$ cat src/hdl/tccu_pkg.sv
// Purpose: shared constants and types for the capture/compare unit and its timer side
// Assumes: one system clock, 16-bit timer count, 8-bit register port
// Notes: register offsets are local to the controller register port
package tccu_pkg;
   // ==========================================
   // widths
   localparam int TCCU_CNT_W = 16;
   localparam int TCCU_REG_W = 8;
   localparam int TCCU_ADR_W = 4;
   // ==========================================
   // unit register offsets
   localparam logic [3:0] TCCU_OFF_CONTROL = 4'h0;
   localparam logic [3:0] TCCU_OFF_VALUE_LOW = 4'h1;
   localparam logic [3:0] TCCU_OFF_VALUE_HIGH = 4'h2;
   localparam logic [3:0] TCCU_OFF_FLAGS = 4'h3;
   localparam logic [3:0] TCCU_OFF_ENABLE = 4'h4;
   localparam logic [3:0] TCCU_OFF_PINS = 4'h5;
   // timer side register offsets
   localparam logic [3:0] TCCU_OFF_TIMER_LOW = 4'h8;
   localparam logic [3:0] TCCU_OFF_TIMER_HIGH = 4'h9;
   localparam logic [3:0] TCCU_OFF_TIMER_CTRL = 4'hA;
   localparam logic [3:0] TCCU_OFF_TIMER_FLAGS = 4'hB;
   localparam logic [3:0] TCCU_OFF_TIMER_MASK = 4'hC;
   // ==========================================
   // field positions and reset values
   localparam int TCCU_MODE_LSB = 0;
   localparam int TCCU_MODE_W = 4;
   localparam logic [7:0] TCCU_CONTROL_RST = 8'h00;
   localparam int TCCU_FLAG_UNIT = 0;
   localparam int TCCU_FLAG_OVF = 0;
   localparam int TCCU_FLAG_SPECIAL = 1;
   localparam int TCCU_TCTRL_RUN = 0;
   localparam int TCCU_TCTRL_ADC = 1;
   localparam int TCCU_TCTRL_DIV_LSB = 4;
   localparam int TCCU_TCTRL_DIV_W = 4;
   localparam logic [7:0] TCCU_TCTRL_RST = 8'h00;
   // prescaler counts
   localparam logic [3:0] TCCU_PRE_4 = 4'h3;
   localparam logic [3:0] TCCU_PRE_16 = 4'hF;
   // ==========================================
   // mode field encodings
   localparam logic [3:0] TCCU_M_OFF = 4'h0;
   localparam logic [3:0] TCCU_M_TOGGLE = 4'h2;
   localparam logic [3:0] TCCU_M_CAP_FALL = 4'h4;
   localparam logic [3:0] TCCU_M_CAP_RISE = 4'h5;
   localparam logic [3:0] TCCU_M_CAP_RISE4 = 4'h6;
   localparam logic [3:0] TCCU_M_CAP_RISE16 = 4'h7;
   localparam logic [3:0] TCCU_M_SET = 4'h8;
   localparam logic [3:0] TCCU_M_CLEAR = 4'h9;
   localparam logic [3:0] TCCU_M_SOFT = 4'hA;
   localparam logic [3:0] TCCU_M_SPECIAL = 4'hB;
   typedef enum logic [1:0] {TCCU_CLS_IDLE, TCCU_CLS_CAPTURE, TCCU_CLS_COMPARE} tccu_class_t;
   // mode class decoding, used by the unit only
   function automatic tccu_class_t tccu_class(input logic [3:0] mode);
      if (mode[3:2] == 2'b01) begin
         return TCCU_CLS_CAPTURE;
      end else if (mode == TCCU_M_TOGGLE || mode[3:2] == 2'b10) begin
         return TCCU_CLS_COMPARE;
      end
      return TCCU_CLS_IDLE;
   endfunction
endpackage

$ cat src/hdl/tccu_link_if.sv
// Purpose: joins the capture/compare unit to its timer and conversion side
// Assumes: both ends share i_clk_sys
// Notes: no clocking block; the bench joins the two ends
`timescale 1ns/10ps
interface tccu_link_if;
   import tccu_pkg::*;
   // timer count and its advance strobe
   logic [TCCU_CNT_W-1:0] timer_count;
   logic timer_tick;
   // special event request from the unit to the timer side
   logic special_event;
   // unit event flag, shown to the timer side for information only
   logic unit_irq;
   modport unit (
      input timer_count, timer_tick,
      output special_event, unit_irq
   );
   modport timer (
      output timer_count, timer_tick,
      input special_event, unit_irq
   );
endinterface

$ cat src/hdl/tccu_unit.sv
// Purpose: capture and compare unit against a 16-bit timer count
// Assumes: timer count runs on i_clk_sys and steps only on timer_tick
// Notes: the event pin is synchronised by two flip-flops before use
//
// Notes on behaviour
// - capture copies full count, sets flag
// - modes 4-7 pick capture edge events
// - modes 2,8,9,10,11 pick compare actions
// - timer must run synchronously to this clock
// - software masks interrupt across mode changes
// - edge counter cleared when off or not capturing
// - exactly four prescaler settings via mode
// - prescaler switch keeps counter; write zero first
// - compare pair checked against count continuously
// - every compare mode sets flag on match
// - control write of zero lowers output latch
// - pin drives only with direction bit cleared
// - mode 10 flags only, pin driven low while direction bit cleared
// - mode 11 resets timer, starts conversion
// - event immediate; timer clears next tick
// - special event leaves overflow flag alone
// - match lost before tick cancels timer reset
`timescale 1ns/10ps
module tccu_unit
   import tccu_pkg::*;
(
   // clock and reset
   input wire logic i_clk_sys,
   input wire logic i_reset,
   // register port
   input wire logic [tccu_pkg::TCCU_ADR_W-1:0] i_addr,
   input wire logic [tccu_pkg::TCCU_REG_W-1:0] i_wdata,
   input wire logic i_wr,
   input wire logic i_rd,
   output logic [tccu_pkg::TCCU_REG_W-1:0] o_rdata,
   // event pin, three signals
   input wire logic i_event_pin,
   output logic o_event_pin,
   output logic o_event_pin_oe,
   // interrupt
   output logic o_irq,
   // link to timer side
   tccu_link_if.unit link
);
   import tccu_pkg::*;

   // ==========================================
   // registers
   logic [7:0] control;
   logic [15:0] value_pair; // no reset: contents kept across resets
   logic unit_event_flag;
   logic unit_event_enable;
   logic pin_direction_bit;
   logic out_latch;
   logic [3:0] edge_count;
   logic pin_meta, pin_sync, pin_prev;
   logic match_prev;
   logic pending_reset;

   // ==========================================
   // decode
   wire [3:0] mode = control[TCCU_MODE_LSB +: TCCU_MODE_W];
   wire tccu_class_t cls = tccu_class(mode);
   wire is_capture = (cls == TCCU_CLS_CAPTURE);
   wire is_compare = (cls == TCCU_CLS_COMPARE);
   wire wr_control = i_wr && (i_addr == TCCU_OFF_CONTROL);
   wire wr_low = i_wr && (i_addr == TCCU_OFF_VALUE_LOW);
   wire wr_high = i_wr && (i_addr == TCCU_OFF_VALUE_HIGH);
   wire wr_flags = i_wr && (i_addr == TCCU_OFF_FLAGS);
   wire wr_enable = i_wr && (i_addr == TCCU_OFF_ENABLE);
   wire wr_pins = i_wr && (i_addr == TCCU_OFF_PINS);

   // ==========================================
   // capture edge detection on the synchronised pin
   wire rise = pin_sync && !pin_prev;
   wire fall = !pin_sync && pin_prev;
   wire pre4_hit = (edge_count[1:0] == TCCU_PRE_4[1:0]);
   wire pre16_hit = (edge_count == TCCU_PRE_16);
   wire capture_hit = (mode == TCCU_M_CAP_FALL && fall) ||
                      (mode == TCCU_M_CAP_RISE && rise) ||
                      (mode == TCCU_M_CAP_RISE4 && rise && pre4_hit) ||
                      (mode == TCCU_M_CAP_RISE16 && rise && pre16_hit);

   // ==========================================
   // compare against the value pair
   wire equal_now = (value_pair == link.timer_count);
   wire match_start = is_compare && equal_now && !match_prev;
   wire unit_event = (is_capture && capture_hit) || match_start;

   // ==========================================
   // special event: immediate, held until the timer's next tick
   wire special_mode = (mode == TCCU_M_SPECIAL);
   assign link.special_event = special_mode && equal_now &&
                               (match_start || pending_reset);
   assign link.unit_irq = unit_event_flag;

   // ==========================================
   // control and value registers
   always_ff @(posedge i_clk_sys) begin
      if (i_reset) begin
         control <= TCCU_CONTROL_RST;
      end else if (wr_control) begin
         control <= i_wdata;
      end
   end

   // capture wins over a software write in the same cycle
   always_ff @(posedge i_clk_sys) begin
      if (!i_reset && is_capture && capture_hit) begin
         value_pair <= link.timer_count;
      end else if (wr_low) begin
         value_pair[7:0] <= i_wdata;
      end else if (wr_high) begin
         value_pair[15:8] <= i_wdata;
      end
   end

   // ==========================================
   // prescaler counter; not cleared between capture modes
   always_ff @(posedge i_clk_sys) begin
      if (i_reset || !is_capture) begin
         edge_count <= 4'h0;
      end else if (rise) begin
         edge_count <= edge_count + 4'h1;
      end
   end

   // ==========================================
   // pin synchroniser and edge history
   always_ff @(posedge i_clk_sys) begin
      if (i_reset) begin
         pin_meta <= 1'b0;
         pin_sync <= 1'b0;
         pin_prev <= 1'b0;
      end else begin
         pin_meta <= i_event_pin;
         pin_sync <= pin_meta;
         pin_prev <= pin_sync;
      end
   end

   // ==========================================
   // match history and pending timer reset
   always_ff @(posedge i_clk_sys) begin
      if (i_reset) begin
         match_prev <= 1'b0;
         pending_reset <= 1'b0;
      end else begin
         match_prev <= is_compare && equal_now;
         if (link.timer_tick || !special_mode || !equal_now) begin
            pending_reset <= 1'b0;
         end else if (match_start) begin
            pending_reset <= 1'b1;
         end
      end
   end

   // ==========================================
   // compare output latch
   always_ff @(posedge i_clk_sys) begin
      if (i_reset || (wr_control && i_wdata == 8'h00)) begin
         out_latch <= 1'b0;
      end else if (match_start) begin
         case (mode)
            TCCU_M_TOGGLE: out_latch <= !out_latch;
            TCCU_M_SET: out_latch <= 1'b1;
            TCCU_M_CLEAR: out_latch <= 1'b0;
            default: out_latch <= out_latch;
         endcase
      end
   end

   // ==========================================
   // flag, enable and pin direction; set beats clear
   always_ff @(posedge i_clk_sys) begin
      if (i_reset) begin
         unit_event_flag <= 1'b0;
         unit_event_enable <= 1'b0;
         pin_direction_bit <= 1'b1;
      end else begin
         if (unit_event) begin
            unit_event_flag <= 1'b1;
         end else if (wr_flags && i_wdata[TCCU_FLAG_UNIT]) begin
            unit_event_flag <= 1'b0;
         end
         if (wr_enable) begin
            unit_event_enable <= i_wdata[TCCU_FLAG_UNIT];
         end
         if (wr_pins) begin
            pin_direction_bit <= i_wdata[0];
         end
      end
   end

   // ==========================================
   // pin drive: enable from direction bit alone; level from latch only in pin-driving compare modes
   wire drives_pin = (mode == TCCU_M_TOGGLE) || (mode == TCCU_M_SET) ||
                     (mode == TCCU_M_CLEAR);
   assign o_event_pin_oe = !pin_direction_bit;
   assign o_event_pin = drives_pin && out_latch;
   assign o_irq = unit_event_flag && unit_event_enable;

   // ==========================================
   // read data one cycle after the strobe
   wire [7:0] rd_mux = (i_addr == TCCU_OFF_CONTROL) ? control :
                       (i_addr == TCCU_OFF_VALUE_LOW) ? value_pair[7:0] :
                       (i_addr == TCCU_OFF_VALUE_HIGH) ? value_pair[15:8] :
                       (i_addr == TCCU_OFF_FLAGS) ? {7'h00, unit_event_flag} :
                       (i_addr == TCCU_OFF_ENABLE) ? {7'h00, unit_event_enable} :
                       (i_addr == TCCU_OFF_PINS) ? {6'h00, out_latch, pin_direction_bit} :
                       8'h00;
   always_ff @(posedge i_clk_sys) begin
      if (i_reset) begin
         o_rdata <= 8'h00;
      end else if (i_rd) begin
         o_rdata <= rd_mux;
      end else begin
         o_rdata <= 8'h00;
      end
   end
endmodule

$ cat src/flat_wrapper.sv
// flat-port wrapper written by rule: the top's interface ports become plain ports
module tccu_unit_flat import tccu_pkg::*;
  (i_clk_sys, i_reset, i_addr, i_wdata, i_wr, i_rd, o_rdata, i_event_pin, o_event_pin, o_event_pin_oe, o_irq, link_timer_count, link_timer_tick, link_special_event, link_unit_irq);
  tccu_link_if link_i ();
  input wire logic i_clk_sys;
  input wire logic i_reset;
  input wire logic [tccu_pkg::TCCU_ADR_W-1:0] i_addr;
  input wire logic [tccu_pkg::TCCU_REG_W-1:0] i_wdata;
  input wire logic i_wr;
  input wire logic i_rd;
  output logic [tccu_pkg::TCCU_REG_W-1:0] o_rdata;
  input wire logic i_event_pin;
  output logic o_event_pin;
  output logic o_event_pin_oe;
  output logic o_irq;
  input wire logic [$bits(link_i.timer_count)-1:0] link_timer_count;
  input wire logic [$bits(link_i.timer_tick)-1:0] link_timer_tick;
  output wire logic [$bits(link_i.special_event)-1:0] link_special_event;
  output wire logic [$bits(link_i.unit_irq)-1:0] link_unit_irq;
  assign link_i.timer_count = link_timer_count;
  assign link_i.timer_tick = link_timer_tick;
  assign link_special_event = link_i.special_event;
  assign link_unit_irq = link_i.unit_irq;
  tccu_unit u_core (.i_clk_sys(i_clk_sys), .i_reset(i_reset), .i_addr(i_addr), .i_wdata(i_wdata), .i_wr(i_wr), .i_rd(i_rd), .o_rdata(o_rdata), .i_event_pin(i_event_pin), .o_event_pin(o_event_pin), .o_event_pin_oe(o_event_pin_oe), .o_irq(o_irq), .link(link_i));
endmodule
$ cat config.mk
export PLATFORM = sky130hd
export DESIGN_NAME = tccu_unit_flat
export DESIGN_NICKNAME = d
export VERILOG_FILES = /design/src/hdl/tccu_pkg.sv /design/src/hdl/tccu_link_if.sv /design/src/hdl/tccu_unit.sv /design/src/flat_wrapper.sv
export SDC_FILE = /design/constraint.sdc
export NUM_CORES = 1
export LEC_CHECK = 0
export BUFFER_PORTS_ARGS = -buffer_cell sky130_fd_sc_hd__buf_4
export CORE_MARGIN = 1
export CORE_UTILIZATION = 54
export DETAILED_ROUTE_END_ITERATION = 16
export PLACE_DENSITY = 0.84
export SYNTH_ARGS = -nofsm -noshare
export SYNTH_HDL_FRONTEND = slang
export SYNTH_SLANG_ARGS = --single-unit
$ cat constraint.sdc
create_clock -name i_clk_sys -period 2.2 [get_ports i_clk_sys]
set_input_delay 0.22 -clock i_clk_sys [delete_from_list [all_inputs] [get_ports i_clk_sys]]
set_output_delay 0.22 -clock i_clk_sys [all_outputs]
set_load 0.005 [all_outputs]
==> flow_summary.json, run 1 <==
{
  "synth_area_mm2": 0.00229,
  "cts_resized": 0,
  "synth_top_area_share_pct": 25.3,
  "worstReg2RegEnd": "u_core.value_pair[11]$_DFFE_PP_",
  "fin_area_mm2": 0.00274,
  "htree_levels": 2,
  "vias": 1812,
  "period_share_pct": 90.8,
  "vias_per_cell": 5.64,
  "die-height_um": 67.2,
  "cts_sinks": 45,
  "worstPathCellList": "xnor2_1 > nand4_1 > nor3_1 > nand2_1 > nor2_1 > buf_4",
  "avgSynthCellArea_um2": 10.2,
  "dp_hpwl_um": 3890,
  "ir_worst_vdd_mv": 0.439,
  "drc": 0,
  "crit_path_top_delay_cell": "edfxtp_1",
  "post-route-min-period_ns": 2.00,
  "synth-seq-cells": 45,
  "power.total_mw": 1.58,
  "core_area_mm2": 0.00403,
  "cts_tree": "done",
  "yosysUniqueCellTypes": 41,
  "drv_cap": 0,
  "io_pins": 47,
  "hold_viol": 0,
  "min_to": "u_core.pending_reset$_SDFFE_PP0P_",
  "cts-buffers-inserted": 5,
  "grt.total_usage_pct": 24.4,
  "power_density_mw_per_mm2": 575,
  "tns_ns": 0,
  "reg2reg_from": "u_core.edge_count[0]$_SDFFE_PP0P_",
  "antenna_found_initial": 0,
  "drt_iter0_drc": 113,
  "clockBufferDepth": 2,
  "relSlewSlack_pct": 73.0,
  "r2r_slack_ns": 0.25,
  "start_util_pct": 57.0,
  "setup_viol": 0,
  "die_w_um": 67.2,
  "worst-setup-path-type": "register to primary output",
  "drt_pass1_iterations": 4,
  "yosysWarnings": 0,
  "required_ns": 1.98,
  "placed_area_mm2": 0.00265,
  "grt_max_degree": 19,
  "crit_fanout": 4,
  "avgRoutedWirePerCell_um": 15.5,
  "slowest_delay_ns": 0.42,
  "dieArea_mm2": 0.00451,
  "post_cts.repair.setup_buffers": 0,
  "grt_setup_unrepaired": "false",
  "synth_nets": 260,
  "ys_seq_area_share_pct": 46.2,
  "fp-row-count": 23,
  "yosysTopAreaCell": "dfxtp_1",
  "crit_arrival_ns": 1.78,
  "grt_pass1_wl_um": 8070,
  "layout-drive-gt1-share_pct": 28.0,
  "ff2ff_path_depth": 7,
  "fin_nets": 305,
  "clk_pin_slew_ns": 0.08,
  "drt_wl_total_um": 4980,
  "p_leak_nw": 1.16,
  "finClkSkew_ns": 0.00476,
  "crit_family": "simple AND/OR/NAND/NOR gates",
  "diodes": 0,
  "ant_nets": 0,
  "synthTopCellsByArea": "dfxtp_1, edfxtp_1, xnor2_1",
  "hold_depth": 2,
  "clk_latency_ns": 0.29,
  "overflow": 0,
  "cts_hold_buf": 0,
  "status": "complete, no violations",
  "crit_cells": 6,
  "end_kind": "primary output",
  "hp-start": "link_timer_tick",
  "syn_inst": 225,
  "gp_congestion": 0.901,
  "finalMaxSlewViolations": 0,
  "crit_buf_inv": 1,
  "start_kind": "register",
  "tightest_slew_ns": 0.405,
  "area_growth_pct": 19.5,
  "grt_pass1_vias": 1624,
  "clock.fmax_mhz": 501,
  "timing.hold.ws_ns": 0.0808,
  "root_buffer": "clkbuf_8",
  "io_buffer_count": 46,
  "hold_path.class": "input pin to register"
}
## metrics by stage
step	utilization, %	worst slack [ns]	std cells
6_report	68.1	0.202	321
5_1_grt	68.1	0.0183	321
4_1_cts	68.1	0.190	321
3_5_place_dp	65.8	0.265	313
3_3_place_gp	65.8	0.309	313
2_1_floorplan	-	0.192	225
## placed cells by master (no fill, tap or decap), drive strengths merged, types with 2 or more instances in the layout
master | Yosys | final
and3 | 2 | 2
dfxtp | 29 | 29
buf | 6 | 50
nand3b | 2 | 2
a31oi | 2 | 2
edfxtp | 16 | 16
xnor2 | 16 | 16
a21oi | 7 | 7
xor2 | 4 | 4
a2bb2oi | 5 | 5
nand4 | 5 | 5
inv | 7 | 8
nor2 | 34 | 34
nor4 | 3 | 3
o21ai | 5 | 5
nor3b | 4 | 4
mux2 | 16 | 16
nor2b | 8 | 8
nand2 | 7 | 7
clkbuf | 6 | 7
nor3 | 9 | 9
nand3 | 9 | 9
mux2i | 11 | 11
## sequential cells by signal, indices dropped and copies added, names as in the netlist
name	cells
u_core.control	8
u_core.edge_count	4
u_core.link.unit_irq	1
u_core.match_prev	1
u_core.o_rdata	8
u_core.out_latch	1
u_core.pending_reset	1
u_core.pin_direction_bit	1
u_core.pin_meta	1
u_core.pin_prev	1
u_core.pin_sync	1
u_core.unit_event_enable	1
u_core.value_pair	16
## layout make-up
class	instances	area, um2
Sequential cell	45	1060
Clock inverter	1	6.26
Fill cell	342	1290
Inverter	7	26.3
Tap cell	50	62.6
Timing Repair Buffer	50	375
Multi-Input combinational cell	161	1120
Clock buffer	7	86.3
## cell usage after synthesis
cell / number
or2_1: 1
nor3_1: 9
a31oi_1: 2
buf_6: 2
inv_1: 7
a21oi_1: 7
buf_2: 2
ha_1: 1
nor4_1: 3
nor3b_1: 4
nand2_1: 7
xor2_1: 4
nor2b_1: 7
o221ai_1: 1
o21ai_0: 5
nand2b_1: 1
nand3_2: 1
mux2i_1: 11
edfxtp_1: 16
o2bb2ai_1: 1
mux2_2: 8
nand4_1: 5
buf_12: 1
o22a_1: 1
o32ai_1: 1
o311ai_0: 1
nor2_1: 34
nand3b_1: 2
and3_1: 2
and2_1: 1
mux2_4: 8
a2bb2oi_1: 5
o2111ai_1: 1
clkbuf_1: 6
or3b_2: 1
dfxtp_1: 29
xnor2_1: 16
nand3_1: 8
buf_4: 1
nor2b_4: 1
o22ai_1: 1
## per-layer routing
metal	vias up	global-route usage [%]	routed length [um]
met5	-	0	0
met4	0	7.18	70
met3	8	5.57	242
met2	58	35.5	2300
met1	862	35.8	2360
li1	884	-	-
## kinds of logic (layout without fill, tap and decap cells)
family | after synthesis | after routing | synth area share (%)
AND/OR/NAND/NOR | 87 | 87 | 19.2
flip-flops | 45 | 45 | 46.2
multiplexers | 27 | 27 | 14.0
AO/OA/AOI/OAI | 26 | 26 | 7.63
XOR/XNOR | 20 | 20 | 7.63
buffers and inverters | 19 | 65 | 4.74
adder cells (fa/ha/maj) | 1 | 1 | 0.545
## worst max-delay path by stage
stage                                    from                         endpoint  slack, ns
6_report       u_core.value_pair[8]$_DFFE_PP_               link_special_event       0.20
2_1_floorplan      u_core.pin_sync$_SDFF_PP0_   u_core.value_pair[0]$_DFFE_PP_       0.19
3_3_place_gp       u_core.pin_sync$_SDFF_PP0_   u_core.value_pair[5]$_DFFE_PP_       0.31
5_1_grt        u_core.value_pair[8]$_DFFE_PP_               link_special_event       0.02
3_5_place_dp       u_core.pin_sync$_SDFF_PP0_  u_core.value_pair[13]$_DFFE_PP_       0.26
4_1_cts        u_core.value_pair[8]$_DFFE_PP_               link_special_event       0.19
## power by group
group | total, mW | internal [mW] | leakage, nW | switching (mW)
clock network | 0.521 | 0.256 | 0.0488 | 0.265
registers | 0.878 | 0.871 | 0.379 | 0.00734
logic | 0.177 | 0.0936 | 0.729 | 0.0831
total | 1.58 | 1.22 | 1.16 | 0.356
## worst reg2reg max path: cells and delay by family (launching register included)
family,cells,cell delay (ns)
compound gates,2,0.35
fa+ha+maj,1,0.22
buf+inv,2,0.41
flops,1,0.38
simple gates,2,0.30
(Power assumes the default switching activity.)
==> inputs of run 2 (changes only) <==
--- a/config.mk
+++ b/config.mk
@@ -7,9 +7,9 @@
 export LEC_CHECK = 0
 export BUFFER_PORTS_ARGS = -buffer_cell sky130_fd_sc_hd__buf_4
 export CORE_MARGIN = 1
-export CORE_UTILIZATION = 54
+export CORE_UTILIZATION = 56
 export DETAILED_ROUTE_END_ITERATION = 16
-export PLACE_DENSITY = 0.84
+export PLACE_DENSITY = 0.86
 export SYNTH_ARGS = -nofsm -noshare
 export SYNTH_HDL_FRONTEND = slang
 export SYNTH_SLANG_ARGS = --single-unit
==> constraint.sdc (replaced) <==
create_clock -name i_clk_sys -period 2.5 [get_ports i_clk_sys]
set_input_delay 0.25 -clock i_clk_sys [delete_from_list [all_inputs] [get_ports i_clk_sys]]
set_output_delay 0.25 -clock i_clk_sys [all_outputs]
set_load 0.005 [all_outputs]
==> run 2 against run 1 <==
Final cell count down 0.93%. Via count is 3.9% lower. Clock power down 14%. Sequential power is 12% lower. Register-to-register slack improved by 0.30 ns. Critical path type unchanged.
==> flow_summary.json, run 2 (synthesized netlist as in run 1, its figures left out) <==
{
  "route.met3.wl_um": 251,
  "end_kind": "primary output",
  "finClkSkew_ns": 0.0104,
  "hp-start": "link_timer_tick",
  "hold_viol": 0,
  "avgRoutedWirePerCell_um": 14.8,
  "clk_pin_slew_ns": 0.08,
  "relSlewSlack_pct": 73.4,
  "fp-row-count": 22,
  "grt.total_usage_pct": 24.0,
  "antenna_found_initial": 0,
  "multi_input_area_mm2": 0.00112,
  "regArea_mm2": 0.00106,
  "cts_resized": 0,
  "tns_ns": 0,
  "required_ns": 2.25,
  "power_density_mw_per_mm2": 503,
  "grt_setup_unrepaired": "false",
  "top_register": "u_core.value_pair",
  "fin_area_mm2": 0.00274,
  "htree_levels": 2,
  "grt_pass1_vias": 1609,
  "drv_cap": 0,
  "switchingPower_mw": 0.308,
  "cts_sinks": 45,
  "vias_per_cell": 5.48,
  "start_util_pct": 60.4,
  "grt_max_degree": 19,
  "post-route-min-period_ns": 2.07,
  "comb_power_share_pct": 11.1,
  "clock.fmax_mhz": 482,
  "clk_latency_ns": 0.30,
  "wl_met1_um": 2220,
  "hold_path.class": "input pin to register",
  "largest_reg_flops": 16,
  "seq_power_share_pct": 56.2,
  "core_area_mm2": 0.00380,
  "reg2reg_from": "u_core.pin_sync$_SDFF_PP0_",
  "cts-buffers-inserted": 5,
  "clockBufferDepth": 2,
  "drt_iter0_drc": 105,
  "root_buffer": "clkbuf_8",
  "internal_power_mw": 1.07,
  "io_buffer_count": 46,
  "layout-drive-gt1-share_pct": 28.1,
  "placed_area_mm2": 0.00265,
  "drt_pass1_iterations": 4,
  "crit_fanout": 4,
  "period_share_pct": 82.9,
  "setup_viol": 0,
  "die_w_um": 66.0,
  "gp_congestion": 0.816,
  "swShare_pct": 22.4,
  "cts_hold_buf": 0,
  "area_growth_pct": 19.2,
  "final_common_cell": "buf_4",
  "worst-setup-path-type": "register to primary output",
  "post_cts.repair.setup_buffers": 0,
  "crit_start": "u_core.value_pair[6]$_DFFE_PP_",
  "grt_pass1_wl_um": 7730,
  "start_kind": "register",
  "p_leak_nw": 1.16,
  "cts_tree": "done",
  "finalMaxSlewViolations": 0,
  "die-height_um": 66.0,
  "utilization_pct": 72.0,
  "overflow": 0,
  "fin_nets": 305,
  "largestRegisters": "u_core.value_pair (16), u_core.control (8), u_core.o_rdata (8)",
  "ir_worst_vdd_mv": 0.416,
  "final_cell_mix": "buf_4, nor2_1, dfxtp_1",
  "fillers": 299,
  "io_pins": 47,
  "top_layer_used": "met4",
  "dp_hpwl_um": 3660,
  "diodes": 0,
  "routed-wl-met2_um": 2190,
  "status": "complete, no violations",
  "vias": 1742,
  "drc": 0,
  "tightest_slew_ns": 0.398,
  "ant_nets": 0,
  "drt_wl_total_um": 4710,
  "clockPowerShare_pct": 32.7,
  "crit_arrival_ns": 1.82,
  "dieArea_mm2": 0.00436
}
run 2: cell count changes in the layout (fill, tap and decap cells not counted), sizes merged:
cell and delta:
clkbuf -1
run 2: layer usage:
layer / vias to the layer above / track usage, %
li1: 881 / -
met1: 802 / 33.6
met2: 52 / 36.2
met3: 7 / 5.86
met4: 0 / 7.71
met5: - / 0
run 2: area by class of cell:
cell class,count,area share (%)
inverter,7,0.960
clock inverter,1,0.229
timing repair buffer,50,13.7
sequential,45,38.8
clock buffer,6,3.02
multi-input combinational,161,41.1
tap,48,2.19
run 2: critical path, stage by stage (launching register included):
cell,delay (ns)
edfxtp_1,0.42
xnor2_1,0.22
nand4_1,0.11
nor3_1,0.35
nand2_1,0.18
nor2_1,0.13
buf_4,0.12
run 2: final timing paths:
kind                                        to  slack (ns)  cells past startpoint
min          u_core.pending_reset$_SDFFE_PP0P_        0.11                      2
max                         link_special_event        0.43                      6
max reg2reg     u_core.value_pair[3]$_DFFE_PP_        0.55                      7
min reg2reg         u_core.pin_sync$_SDFF_PP0_        0.46                      1
run 2: power groups by stage:
stage | Clock, mW | Combinational [mW] | Sequential, mW
6_report | 0.450 | 0.152 | 0.773
2_1_floorplan | 0 | 0.0796 | 0.787
3_5_place_dp | 0 | 0.151 | 0.790
5_1_grt | 0.492 | 0.166 | 0.774
4_1_cts | 0.458 | 0.152 | 0.773
3_3_place_gp | 0 | 0.149 | 0.789
run 2: through the flow:
stage | setup WS [ns] | total power, mW | hold slack [ns] | std cells
final | 0.426 | 1.38 | 0.114 | 318
after global routing | 0.335 | 1.43 | 0.101 | 318
after CTS | 0.428 | 1.38 | 0.108 | 318
after detailed placement | 0.572 | 0.941 | 0.427 | 311
after global placement | 0.595 | 0.938 | 0.417 | 311
after floorplan | 0.492 | 0.867 | 0.329 | 225
